===== src/irc_regs.vh =====
`ifndef IRC_REGS_VH
`define IRC_REGS_VH

// Register byte offsets on the plain register port
`define IRC_A_EDGE1     8'h00
`define IRC_A_EDGE2     8'h01
`define IRC_A_PMODE1    8'h02
`define IRC_A_PMODE5    8'h03
`define IRC_A_IEN       8'h04
`define IRC_A_IRQF      8'h05
`define IRC_A_WKPF      8'h06
`define IRC_A_PEN       8'h07
`define IRC_A_PFLG      8'h08
`define IRC_A_STAT      8'h09
`define IRC_A_WVEC      8'h0A

// Field positions
`define IRC_B_NMI_EDGE  7
`define IRC_B_TMR       7
`define IRC_B_SLP       6
`define IRC_B_WKEN      5

// Reset values
`define IRC_RST_EDGE1   8'h00
`define IRC_RST_EDGE2   8'h00
`define IRC_RST_PMODE   8'h00
`define IRC_RST_IEN     8'h00
`define IRC_RST_FLAG    8'h00

// Source slots in the priority table, lowest index wins
`define IRC_S_NMI       0
`define IRC_S_ABRK      1
`define IRC_S_EXT0      2
`define IRC_S_WKP       6
`define IRC_S_TMR       7
`define IRC_S_SLP       8
`define IRC_S_PER0      9
`define IRC_VEC_BASE    6'h07

// Acceptance sequence lengths in states (one state is one clock)
`define IRC_ST_PUSH     3'h4
`define IRC_ST_VEC      3'h2
`define IRC_ST_INT      3'h4
`define IRC_ST_FETCH    3'h4

`endif


===== src/irc_edge_det.v =====
`timescale 1ns/1ns
`default_nettype none

module irc_edge_det #(
  parameter W = 11
) (
  input  wire         clk,    // core clock
  input  wire         rst_n,  // synchronised reset
  input  wire [W-1:0] pin,    // raw pins, idle high
  input  wire [W-1:0] sel,    // 1 rising, 0 falling
  input  wire [W-1:0] gate,   // pin used as interrupt input
  output reg  [W-1:0] hit_r   // one-cycle edge pulse
);

  genvar i;
  generate
    for (i = 0; i < W; i = i + 1)
    begin : g_bit
      reg  s1_r;
      reg  s2_r;
      reg  lvl_r;
      // A pin not in interrupt use looks idle high, so switching the
      // function can itself look like an edge.
      wire eff = gate[i] ? s2_r : 1'b1;
      always @(posedge clk or negedge rst_n)
      begin
        if (!rst_n)
        begin
          s1_r     <= 1'b1;
          s2_r     <= 1'b1;
          lvl_r    <= 1'b1;
          hit_r[i] <= 1'b0;
        end
        else
        begin
          s1_r     <= pin[i];
          s2_r     <= s1_r;
          lvl_r    <= eff;
          hit_r[i] <= (eff != lvl_r) && (eff == sel[i]);
        end
      end
    end
  endgenerate

endmodule

`default_nettype wire


===== src/irc_accept_seq.v =====
`timescale 1ns/1ns
`default_nettype none
`include "irc_regs.vh"

module irc_accept_seq (
  input  wire        clk,          // core clock
  input  wire        rst_n,        // synchronised reset
  input  wire        take,         // start acceptance
  input  wire [5:0]  take_vec,     // vector number
  input  wire [15:0] sp,           // stack pointer
  input  wire [15:0] ret_pc,       // return address
  input  wire [7:0]  ccr_val,      // condition codes to save
  input  wire [15:0] mem_rdata,    // read data, cycle after read
  output reg  [15:0] mem_addr_r,   // memory address
  output reg  [15:0] mem_wdata_r,  // memory write word
  output reg         mem_wr_r,     // word write strobe
  output reg         mem_rd_r,     // word read strobe
  output reg         ibit_set_r,   // set mask bit pulse
  output reg         pc_load_r,    // load handler address pulse
  output reg  [15:0] pc_val_r,     // handler start address
  output reg         busy_r        // sequence running
);

  localparam ST_IDLE  = 5'h01;
  localparam ST_PUSH  = 5'h02;
  localparam ST_VEC   = 5'h04;
  localparam ST_INT   = 5'h08;
  localparam ST_FETCH = 5'h10;

  reg [4:0]  st_r;
  reg [2:0]  cnt_r;
  reg [5:0]  vec_r;
  reg        rd_dly_r;
  wire [15:0] sp_even = sp & 16'hFFFE;

  always @(posedge clk or negedge rst_n)
  begin
    if (!rst_n)
    begin
      st_r <= ST_IDLE;
      cnt_r <= 3'h0;
      vec_r <= 6'h00;
      rd_dly_r <= 1'b0;
      mem_addr_r <= 16'h0000;
      mem_wdata_r <= 16'h0000;
      mem_wr_r <= 1'b0;
      mem_rd_r <= 1'b0;
      ibit_set_r <= 1'b0;
      pc_load_r <= 1'b0;
      pc_val_r <= 16'h0000;
      busy_r <= 1'b0;
    end
    else
    begin
      mem_wr_r <= 1'b0;
      mem_rd_r <= 1'b0;
      ibit_set_r <= 1'b0;
      pc_load_r <= 1'b0;
      rd_dly_r <= mem_rd_r;
      if (rd_dly_r)
        pc_val_r <= mem_rdata;
      cnt_r <= cnt_r + 3'h1;
      case (st_r)
        ST_IDLE:
        begin
          cnt_r <= 3'h0;
          if (take)
          begin
            st_r <= ST_PUSH;
            vec_r <= take_vec;
            busy_r <= 1'b1;
          end
        end
        ST_PUSH:
        begin
          if (cnt_r == 3'h0)
          begin
            mem_wr_r <= 1'b1;
            mem_addr_r <= sp_even - 16'h0002;
            mem_wdata_r <= ret_pc;
          end
          if (cnt_r == 3'h1)
          begin
            mem_wr_r <= 1'b1;
            mem_addr_r <= sp_even - 16'h0004;
            mem_wdata_r <= {ccr_val, ccr_val};
          end
          if (cnt_r == `IRC_ST_PUSH - 3'h1)
          begin
            ibit_set_r <= 1'b1;
            st_r <= ST_VEC;
            cnt_r <= 3'h0;
          end
        end
        ST_VEC:
        begin
          if (cnt_r == 3'h0)
          begin
            mem_rd_r <= 1'b1;
            mem_addr_r <= {9'h000, vec_r, 1'b0};
          end
          if (cnt_r == `IRC_ST_VEC - 3'h1)
          begin
            st_r <= ST_INT;
            cnt_r <= 3'h0;
          end
        end
        ST_INT:
        begin
          if (cnt_r == `IRC_ST_INT - 3'h1)
          begin
            st_r <= ST_FETCH;
            cnt_r <= 3'h0;
          end
        end
        ST_FETCH:
        begin
          if (cnt_r == `IRC_ST_FETCH - 3'h1)
          begin
            pc_load_r <= 1'b1;
            busy_r <= 1'b0;
            st_r <= ST_IDLE;
          end
        end
        default:
        begin
          st_r <= ST_IDLE;
          busy_r <= 1'b0;
        end
      endcase
    end
  end

endmodule

`default_nettype wire


===== src/irc_top.v =====
// Overview of operation
// - Non-maskable pin edge is rising or falling by its own select bit.
// - Non-maskable request has top priority and ignores the mask bit.
// - Four request pins each have own vector and own edge select.
// - Selected edge on an interrupt-mode request pin sets its flag.
// - Each request pin source has its own enable bit.
// - Six wake-up pins share one vector, each with own edge select.
// - Selected edge on an interrupt-mode wake-up pin sets its flag.
// - One common enable masks all six wake-up sources.
// - Peripheral sources set a flag; clearing their enable masks them.
// - Timer and sleep-transfer flags and enables sit in shared registers.
// - A request reaches priority only if non-maskable, break, or enabled.
// - Only the highest-priority request is presented; others stay pending.
// - Non-maskable and break always taken; others only with mask bit 0.
// - Acceptance waits for instruction end, then pushes PC and CONDITION_CODE_REGISTER.
// - The saved PC is the return address.
// - Mask bit is set after the push; return restores saved CONDITION_CODE_REGISTER.
// - Vector is fetched and the handler address loaded into PC.
// - Flag set to first handler instruction takes 15 to 37 states.
// - After reset all interrupts, even non-maskable, stay off until the first instruction ends.
// - Stack accesses are words with address bit zero forced low.
// - Rewriting a pin's port mode may set its request flag.
// - Pin request flags reset to 0 and clear only by writing 0.
`timescale 1ns/1ns
`default_nettype none
`include "irc_regs.vh"

module irc_top #(
  parameter NP = 4
) (
  input  wire          core_clk,          // system clock
  input  wire          rst_n,             // chip reset, active low
  input  wire [7:0]    reg_addr,          // register address
  input  wire [7:0]    reg_wdata,         // register write data
  input  wire          reg_wr,            // write strobe
  input  wire          reg_rd,            // read strobe
  output reg  [7:0]    reg_rdata_r,       // read data, next cycle
  input  wire          nmi_pin,           // non-maskable request pin
  input  wire [3:0]    ext_request_pin,   // external request pins
  input  wire [5:0]    wakeup_pin,        // wake-up pins
  input  wire          abrk_req,          // address break request level
  input  wire          timer_ovf_evt,     // interval timer event pulse
  input  wire          sleep_xfer_evt,    // sleep direct-transfer pulse
  input  wire [NP-1:0] periph_evt,        // other peripheral event pulses
  input  wire          insn_done,         // current instruction ends
  input  wire          ccr_ibit,          // mask bit of the CONDITION_CODE_REGISTER
  input  wire [7:0]    ccr_val,           // CONDITION_CODE_REGISTER value to save
  input  wire [15:0]   ret_pc,            // return address
  input  wire [15:0]   sp,                // stack pointer
  input  wire [15:0]   mem_rdata,         // memory read word
  output wire [15:0]   mem_addr_r,        // memory address
  output wire [15:0]   mem_wdata_r,       // memory write word
  output wire          mem_wr_r,          // memory write strobe
  output wire          mem_rd_r,          // memory read strobe
  output wire          ibit_set_r,        // set the mask bit
  output wire          pc_load_r,         // load handler start address
  output wire [15:0]   pc_val_r,          // handler start address
  output reg           irq_pending_r,     // request presented to CPU
  output reg  [5:0]    irq_vec_r          // its vector number
);

  localparam NS = 9 + NP;

  // Reset release through two flops
  reg rst_s1_r;
  reg rst_s2_r;
  always @(posedge core_clk or negedge rst_n)
  begin
    if (!rst_n)
    begin
      rst_s1_r <= 1'b0;
      rst_s2_r <= 1'b0;
    end
    else
    begin
      rst_s1_r <= 1'b1;
      rst_s2_r <= rst_s1_r;
    end
  end
  wire srst_n = rst_s2_r;

  // Software registers
  reg [7:0]    edge_select_reg_one;
  reg [5:0]    edge_select_reg_two;
  reg [3:0]    port_mode_reg_one;
  reg [5:0]    port_mode_reg_five;
  reg [7:0]    interrupt_enable_register;
  reg [7:0]    request_flag_register;
  reg [5:0]    wakeup_flag_register;
  reg [NP-1:0] periph_en_r;
  reg [NP-1:0] periph_flag_r;
  reg          nmi_flag_r;
  reg          armed_r;

  wire         nmi_edge_select     = edge_select_reg_one[`IRC_B_NMI_EDGE];
  wire [3:0]   ext_req_edge_select = edge_select_reg_one[3:0];
  wire [5:0]   wakeup_edge_select  = edge_select_reg_two;
  wire [3:0]   ext_req_enable      = interrupt_enable_register[3:0];
  wire         wakeup_common_enable = interrupt_enable_register[`IRC_B_WKEN];
  wire [3:0]   ext_req_flag        = request_flag_register[3:0];

  wire wr_ok = reg_wr & srst_n;
  wire wr_edge1 = wr_ok && (reg_addr == `IRC_A_EDGE1);
  wire wr_edge2 = wr_ok && (reg_addr == `IRC_A_EDGE2);
  wire wr_pm1   = wr_ok && (reg_addr == `IRC_A_PMODE1);
  wire wr_pm5   = wr_ok && (reg_addr == `IRC_A_PMODE5);
  wire wr_ien   = wr_ok && (reg_addr == `IRC_A_IEN);
  wire wr_irqf  = wr_ok && (reg_addr == `IRC_A_IRQF);
  wire wr_wkpf  = wr_ok && (reg_addr == `IRC_A_WKPF);
  wire wr_pen   = wr_ok && (reg_addr == `IRC_A_PEN);
  wire wr_pflg  = wr_ok && (reg_addr == `IRC_A_PFLG);

  // Pin edge detection: bit 0 is the non-maskable pin, then 4 + 6 pins
  wire [10:0] pin_hit;
  irc_edge_det #(
    .W (11)
  ) u_edge (
    .clk   (core_clk),
    .rst_n (srst_n),
    .pin   ({wakeup_pin, ext_request_pin, nmi_pin}),
    .sel   ({wakeup_edge_select, ext_req_edge_select, nmi_edge_select}),
    .gate  ({port_mode_reg_five, port_mode_reg_one, 1'b1}),
    .hit_r (pin_hit)
  );
  wire       nmi_hit = pin_hit[0];
  wire [3:0] ext_hit = pin_hit[4:1];
  wire [5:0] wkp_hit = pin_hit[10:5];

  // Acceptance control
  wire        seq_busy;
  reg  [NS-1:0] req;
  reg  [5:0]  win_idx;
  reg         win_valid;
  reg         win_nomask;
  wire        win_ok = win_valid & (win_nomask | ~ccr_ibit);
  wire        take = armed_r & insn_done & ~seq_busy & win_ok;
  wire        take_nmi = take && (win_idx == `IRC_S_NMI);

  // Gate each source except non-maskable and break with its enable before priority
  always @*
  begin
    req = {NS{1'b0}};
    req[`IRC_S_NMI]  = nmi_flag_r;
    req[`IRC_S_ABRK] = abrk_req;
    req[`IRC_S_EXT0 +: 4] = ext_req_flag & ext_req_enable;
    req[`IRC_S_WKP]  = (|wakeup_flag_register) & wakeup_common_enable;
    req[`IRC_S_TMR]  = request_flag_register[`IRC_B_TMR]
                       & interrupt_enable_register[`IRC_B_TMR];
    req[`IRC_S_SLP]  = request_flag_register[`IRC_B_SLP]
                       & interrupt_enable_register[`IRC_B_SLP];
    req[`IRC_S_PER0 +: NP] = periph_flag_r & periph_en_r;
  end

  // Lowest slot wins; the slot order is the priority table
  integer i;
  always @*
  begin
    win_idx = 6'h00;
    win_valid = 1'b0;
    for (i = NS - 1; i >= 0; i = i - 1)
    begin
      if (req[i])
      begin
        win_idx = i[5:0];
        win_valid = 1'b1;
      end
    end
    win_nomask = (win_idx == `IRC_S_NMI) || (win_idx == `IRC_S_ABRK);
  end

  // Vector number follows the slot, so each pin has its own vector
  // while all wake-up pins share slot IRC_S_WKP.
  wire [5:0] win_vec = `IRC_VEC_BASE + win_idx;

  // Configuration registers
  always @(posedge core_clk or negedge srst_n)
  begin
    if (!srst_n)
    begin
      edge_select_reg_one <= `IRC_RST_EDGE1;
      edge_select_reg_two <= 6'h00;
      port_mode_reg_one <= 4'h0;
      port_mode_reg_five <= 6'h00;
      interrupt_enable_register <= `IRC_RST_IEN;
      periph_en_r <= {NP{1'b0}};
    end
    else
    begin
      if (wr_edge1)
        edge_select_reg_one <= {reg_wdata[7], 3'h0, reg_wdata[3:0]};
      if (wr_edge2)
        edge_select_reg_two <= reg_wdata[5:0];
      if (wr_pm1)
        port_mode_reg_one <= reg_wdata[3:0];
      if (wr_pm5)
        port_mode_reg_five <= reg_wdata[5:0];
      if (wr_ien)
        interrupt_enable_register <= {reg_wdata[7:5], 1'b0, reg_wdata[3:0]};
      if (wr_pen)
        periph_en_r <= reg_wdata[NP-1:0];
    end
  end

  // Flag masks: a write of 0 clears a bit, a write of 1 leaves it.
  // A set arriving in the same cycle wins over the clear.
  wire [7:0] irqf_keep = wr_irqf ? reg_wdata : 8'hFF;
  wire [7:0] wkpf_keep = wr_wkpf ? reg_wdata : 8'hFF;
  wire [7:0] pflg_keep = wr_pflg ? reg_wdata : 8'hFF;

  wire [7:0] irqf_set = {timer_ovf_evt, sleep_xfer_evt, 2'b00, ext_hit};
  wire [7:0] irqf_nxt = (request_flag_register & irqf_keep & 8'hCF)
                        | irqf_set;
  wire [5:0] wkpf_nxt = (wakeup_flag_register & wkpf_keep[5:0])
                        | wkp_hit;
  wire [NP-1:0] pflg_nxt = (periph_flag_r & pflg_keep[NP-1:0])
                           | periph_evt;

  always @(posedge core_clk or negedge srst_n)
  begin
    if (!srst_n)
    begin
      request_flag_register <= `IRC_RST_FLAG;
      wakeup_flag_register <= 6'h00;
      periph_flag_r <= {NP{1'b0}};
    end
    else
    begin
      request_flag_register <= irqf_nxt;
      wakeup_flag_register <= wkpf_nxt;
      periph_flag_r <= pflg_nxt;
    end
  end

  // Non-maskable pending flag; cleared by acceptance. Edges before the
  // first instruction completes are dropped, since the stack pointer may
  // still be unset.
  always @(posedge core_clk or negedge srst_n)
  begin
    if (!srst_n)
    begin
      nmi_flag_r <= 1'b0;
      armed_r <= 1'b0;
    end
    else
    begin
      if (insn_done)
        armed_r <= 1'b1;
      if (nmi_hit && armed_r)
        nmi_flag_r <= 1'b1;
      else if (take_nmi)
        nmi_flag_r <= 1'b0;
    end
  end

  // Request presented to the CPU
  always @(posedge core_clk or negedge srst_n)
  begin
    if (!srst_n)
    begin
      irq_pending_r <= 1'b0;
      irq_vec_r <= 6'h00;
    end
    else
    begin
      irq_pending_r <= win_ok & armed_r;
      irq_vec_r <= win_vec;
    end
  end

  // Read port, data stands the cycle after the strobe
  reg [7:0] rd_mux;
  always @*
  begin
    rd_mux = 8'h00;
    case (reg_addr)
      `IRC_A_EDGE1:  rd_mux = edge_select_reg_one;
      `IRC_A_EDGE2:  rd_mux = {2'b00, edge_select_reg_two};
      `IRC_A_PMODE1: rd_mux = {4'h0, port_mode_reg_one};
      `IRC_A_PMODE5: rd_mux = {2'b00, port_mode_reg_five};
      `IRC_A_IEN:    rd_mux = interrupt_enable_register;
      `IRC_A_IRQF:   rd_mux = request_flag_register;
      `IRC_A_WKPF:   rd_mux = {2'b00, wakeup_flag_register};
      `IRC_A_PEN:    rd_mux = {{(8-NP){1'b0}}, periph_en_r};
      `IRC_A_PFLG:   rd_mux = {{(8-NP){1'b0}}, periph_flag_r};
      `IRC_A_STAT:   rd_mux = {4'h0, nmi_flag_r, armed_r, seq_busy,
                               irq_pending_r};
      `IRC_A_WVEC:   rd_mux = {2'b00, irq_vec_r};
      default:       rd_mux = 8'h00;
    endcase
  end

  always @(posedge core_clk or negedge srst_n)
  begin
    if (!srst_n)
      reg_rdata_r <= 8'h00;
    else if (reg_rd)
      reg_rdata_r <= rd_mux;
    else
      reg_rdata_r <= 8'h00;
  end

  // Stack push, mask set, vector fetch and handler start
  irc_accept_seq u_seq (
    .clk         (core_clk),
    .rst_n       (srst_n),
    .take        (take),
    .take_vec    (win_vec),
    .sp          (sp),
    .ret_pc      (ret_pc),
    .ccr_val     (ccr_val),
    .mem_rdata   (mem_rdata),
    .mem_addr_r  (mem_addr_r),
    .mem_wdata_r (mem_wdata_r),
    .mem_wr_r    (mem_wr_r),
    .mem_rd_r    (mem_rd_r),
    .ibit_set_r  (ibit_set_r),
    .pc_load_r   (pc_load_r),
    .pc_val_r    (pc_val_r),
    .busy_r      (seq_busy)
  );

endmodule

`default_nettype wire


===== config.mk =====
export PLATFORM = sky130hd
export DESIGN_NAME = irc_top
export DESIGN_NICKNAME = d
export VERILOG_FILES = /design/src/irc_edge_det.v /design/src/irc_accept_seq.v /design/src/irc_top.v
export VERILOG_INCLUDE_DIRS = /design/src
export SDC_FILE = /design/constraint.sdc
export NUM_CORES = 1
export LEC_CHECK = 0
export BUFFER_PORTS_ARGS = -buffer_cell sky130_fd_sc_hd__buf_2
export CAP_MARGIN = 10
export CORE_UTILIZATION = 55
export DETAILED_ROUTE_END_ITERATION = 8
export GPL_ROUTABILITY_DRIVEN = 0
export PLACE_DENSITY = 0.85
export SYNTH_ARGS = -nofsm -noshare
export SYNTH_HDL_FRONTEND = slang
export SYNTH_SLANG_ARGS = --single-unit

===== constraint.sdc =====
create_clock -name core_clk -period 6.35 [get_ports core_clk]
set_clock_uncertainty 0.15 [all_clocks]
set_input_delay 1.27 -clock core_clk [delete_from_list [all_inputs] [get_ports core_clk]]
set_output_delay 1.27 -clock core_clk [all_outputs]
set_load 0.005 [all_outputs]

==> results.md <==
- Result of the run: completed
- Leak: between 4 and 5 nW
- Vias in the first global route: roughly 5600
- Main synth FF type: dfrtp_1
- Source-to-sink clock delay at the later pin of the worst-skew pair: about 0.43 ns
- Antenna violations before repair: 2
- Largest driver fanout on the critical path: 5
- Clock transition time at the flip-flop clock pins of the worst setup and hold paths: about 0.07 ns
- Share of Yosys cell area claimed by the top area cell type: 46.36%
- Clock Root Buffer: clkbuf_16
- Number of top-level pins: 163
- Class of the tightest hold or removal check: register to async pin
- CTS tree: yes
- Number of I/O port buffers: between 150 and 200
- Synthesized-area fraction occupied by adder cells: under 10%
- Remaining number of nets flagged by the antenna check after routing: 0
- Layout fillers: between 900 and 1000
- Cell at the slowest stage of the critical path: nor3_1
- Wire length reported by the detailed router: 17570 µm
- Synth warn: 0
- Post-CTS setup buffer count: 0
- Die Ht: 120.1 µm
- Total of flip-flops plus latches after synthesis: between 150 and 200
- Time the worst path needs with I/O delays and setup: around 3.7 ns
- CTS Sinks: between 150 and 200
- Slew @ Worst Pin: roughly 1.1 ns
- Count of nets after finishing: between 900 and 1000
- Top post-synthesis cells by area: dfrtp_1, dfstp_2, mux2_2
- Fraction of final layout cells sized beyond drive strength 1: roughly 34%
- WL per Instance: roughly 17 µm
- Multiplexer share of the synthesized area: about a tenth
- Worst IR Drop VDD: roughly 0.19 mV
- Main combinational cell family by area after synthesis: simple AND/OR/NAND/NOR gates
- Startpoint Class: register
- Family with the most delay on the worst path: simple AND/OR/NAND/NOR gates
- Arrival time at the worst endpoint: 3.87 ns
- Number of distinct standard cells referenced by the synthesized netlist: 53
- Largest net degree at the start of global routing: 80
- Number of rows in the core area: 42
- Commonest non-fill, non-tap cell in the layout: buf_2
- Synth area leader: dfrtp_1
- Data required time at the worst endpoint: about 6.5 ns
- Placeable Area: between 0.01 and 0.015 mm²
- TritonCTS buffer count: 17
- Detailed-placement wirelength estimate: between 10000 and 15000 µm
- Normalized max-slew margin: 29.67%
- Slew Limit Fails: 0
- Synthesized-area fraction occupied by ao, oa, aoi and oai cells: between 10% and 20%
- Grt ovf: 0
- Initial core utilization: 57.20%
- Area grow syn2layout: 20.09%
- Number of buffer and inverter stages on the critical path: 0
- Fin util: 68.69%
- Number of failing setup endpoints in the final timing report: 0
- Area taken by multi-input logic gates: approximately 0.0030 mm²
- Count of cells resized by post-cts repair: 0
- XOR/XNOR share of the synthesized area: 1.714%
- Synth async-reset ratio: between 90% and 100%
- Via count normalized by instance count: around 5.7
- Number of enable flip-flop cells after synthesis: 0
- All-Layer GR Usage: 25.76%
- Max Cap Violations: 0
- Kind of critical path: register to register
- Total vias in the final route: ~5900
- Cells after synthesis: about 690
- Horizontal die dimension: between 100 and 150 µm
- Hold_buf cts: 0
- Global-route wire length before repair: ~28000 µm
- Synth Area in Simple Gates: around 14%
- Cell chain of the critical path: or4_1, o31a_1, a21oi_1, a21boi_0, o21ai_0, ha_1, nor2_1, o21a_1, nor3_1, mux2_2
- Sequential-to-total area share from yosys stat: around 58%
- Clock H-tree levels: 4
- Count of unresolved DRC violations after routing: 0
- Timing-limited maximum frequency: ~0.27 GHz
- Sum Neg Setup Slack: 0 ns
- Syn Area/Cell: approximately 11 µm²
- Critical Path End Type: register
- Die outline area: 0.01441 mm²
- DR iter-0 viols: between 300 and 400
- Count of TritonRoute iterations in the first routing pass: 5
- Register Area: between 0.004 and 0.005 mm²
- Cell area power density: approximately 330 mW/mm²
- Unrepaired setup endpoints after global routing: no
- Count of endpoints failing hold in the final timing report: 0
- Stage delay of the slowest cell on the critical path: between 0.6 and 0.7 ns
- Mapped Area: roughly 0.0077 mm²
- Final worst-path cycle share: between 50% and 60%
- Commonest cells after routing, fill and taps aside: buf_2, dfrtp_1, nor2_1, mux2_2, nand2_1
- Buffer depth of the longest clock path: 2
[power breakdown]
group / leakage (nW) / total, mW / internal (mW) / switching, mW
clock: 0.280 / 1.03 / 0.586 / 0.445
combinational: 1.91 / 0.602 / 0.271 / 0.331
sequential: 2.16 / 1.41 / 1.29 / 0.120
total: 4.35 / 3.05 / 2.15 / 0.897
[metal layers]
metal  track usage, %  share of wire, %
met3            5.181               7.0
met1            34.94                43
met5                0                 0
met4            10.78               3.0
met2            40.55                47
[cells by family (layout without fill, tap and decap cells)]
family | count (synthesis) | count (layout)
adders and majority gates | 10 | 10
xor gates and xnor gates | 15 | 15
AOI/OAI and AO/OA | 150 | 150
DFF | 176 | 176
buffers and inverters | 51 | 219
and+or+nand+nor | 215 | 215
muxes | 69 | 69
other | 2 | 5
[worst paths after layout]
path	from	endpoint	slack [ns]	cells past startpoint
min in group core_clk	u_edge.g_bit[7].s1_r	u_edge.g_bit[7].s2_r	0.21	0
setup / recovery	wakeup_flag_register[0]	u_seq.vec_r[1]	2.64	10
hold / removal	rst_s2_r	periph_flag_r[1]	0.14	0
setup reg to reg	wakeup_flag_register[0]	u_seq.vec_r[1]	2.64	10
max in group asynchronous	rst_s2_r	wakeup_flag_register[4]	3.84	2
hold reg to reg	rst_s2_r	periph_flag_r[1]	0.14	0
[layout make-up]
class	instances	share of cell area, %
Antenna cell	2	0.05437
Clock buffer	18	4.662
Clock inverter	14	1.699
Inverter	24	0.9787
Multi-Input combinational cell	462	32.89
Sequential cell	176	48.35
Tap cell	176	2.392
Timing Repair Buffer	163	8.971
[Yosys cell counts, drive strengths merged, types with 4 or more instances]
cell type,n
nand2b,19
and3,9
or4,4
nor2,62
a22o,13
mux2,61
mux2i,8
dfstp,34
nand3,11
a21oi,47
dfrtp,142
nor4,4
nor3,12
a221oi,4
nand2,50
clkbuf,23
ha,10
xor2,8
nor2b,15
a22oi,9
nor3b,4
buf,4
inv,24
xnor2,7
a31oi,7
and2,12
o21ai,45
[through the flow]
stage	total power, mW	cell area [µm²]	hold WS (ns)	instances	setup slack [ns]
3_3_place_gp	1.986	8615	0.1600	1001	2.611
3_5_place_dp	2.019	8615	0.1619	1001	2.505
6_report	3.046	9205	0.1438	1035	2.643
5_1_grt	3.194	9203	0.1938	1034	2.485
2_1_floorplan	1.763	7669	0.1812	689	0.6375
4_1_cts	3.058	9200	0.1611	1033	2.716
[worst register-to-register path, stage by stage (launching register included)]
cell and delay, ns:
dfrtp_1 0.41, or4_1 0.56, o31a_1 0.35, a21oi_1 0.14
a21boi_0 0.11, o21ai_0 0.25, ha_1 0.30, nor2_1 0.09
o21a_1 0.20, nor3_1 0.63, mux2_2 0.41
[sequential cells by signal, summed over array words and instances (netlist names), 6 cells and up]
register and flops:
u_seq.pc_val_r 16, reg_rdata_r 8, u_edge.g_bit.s1_r 11, request_flag_register 6, u_edge.hit_r 11, u_edge.g_bit.s2_r 11
interrupt_enable_register 7, u_edge.g_bit.lvl_r 11, port_mode_reg_five 6, u_seq.mem_wdata_r 16, edge_select_reg_two 6, u_seq.mem_addr_r 15
wakeup_flag_register 6
No activity file was read; power rests on OpenSTA's default activity.
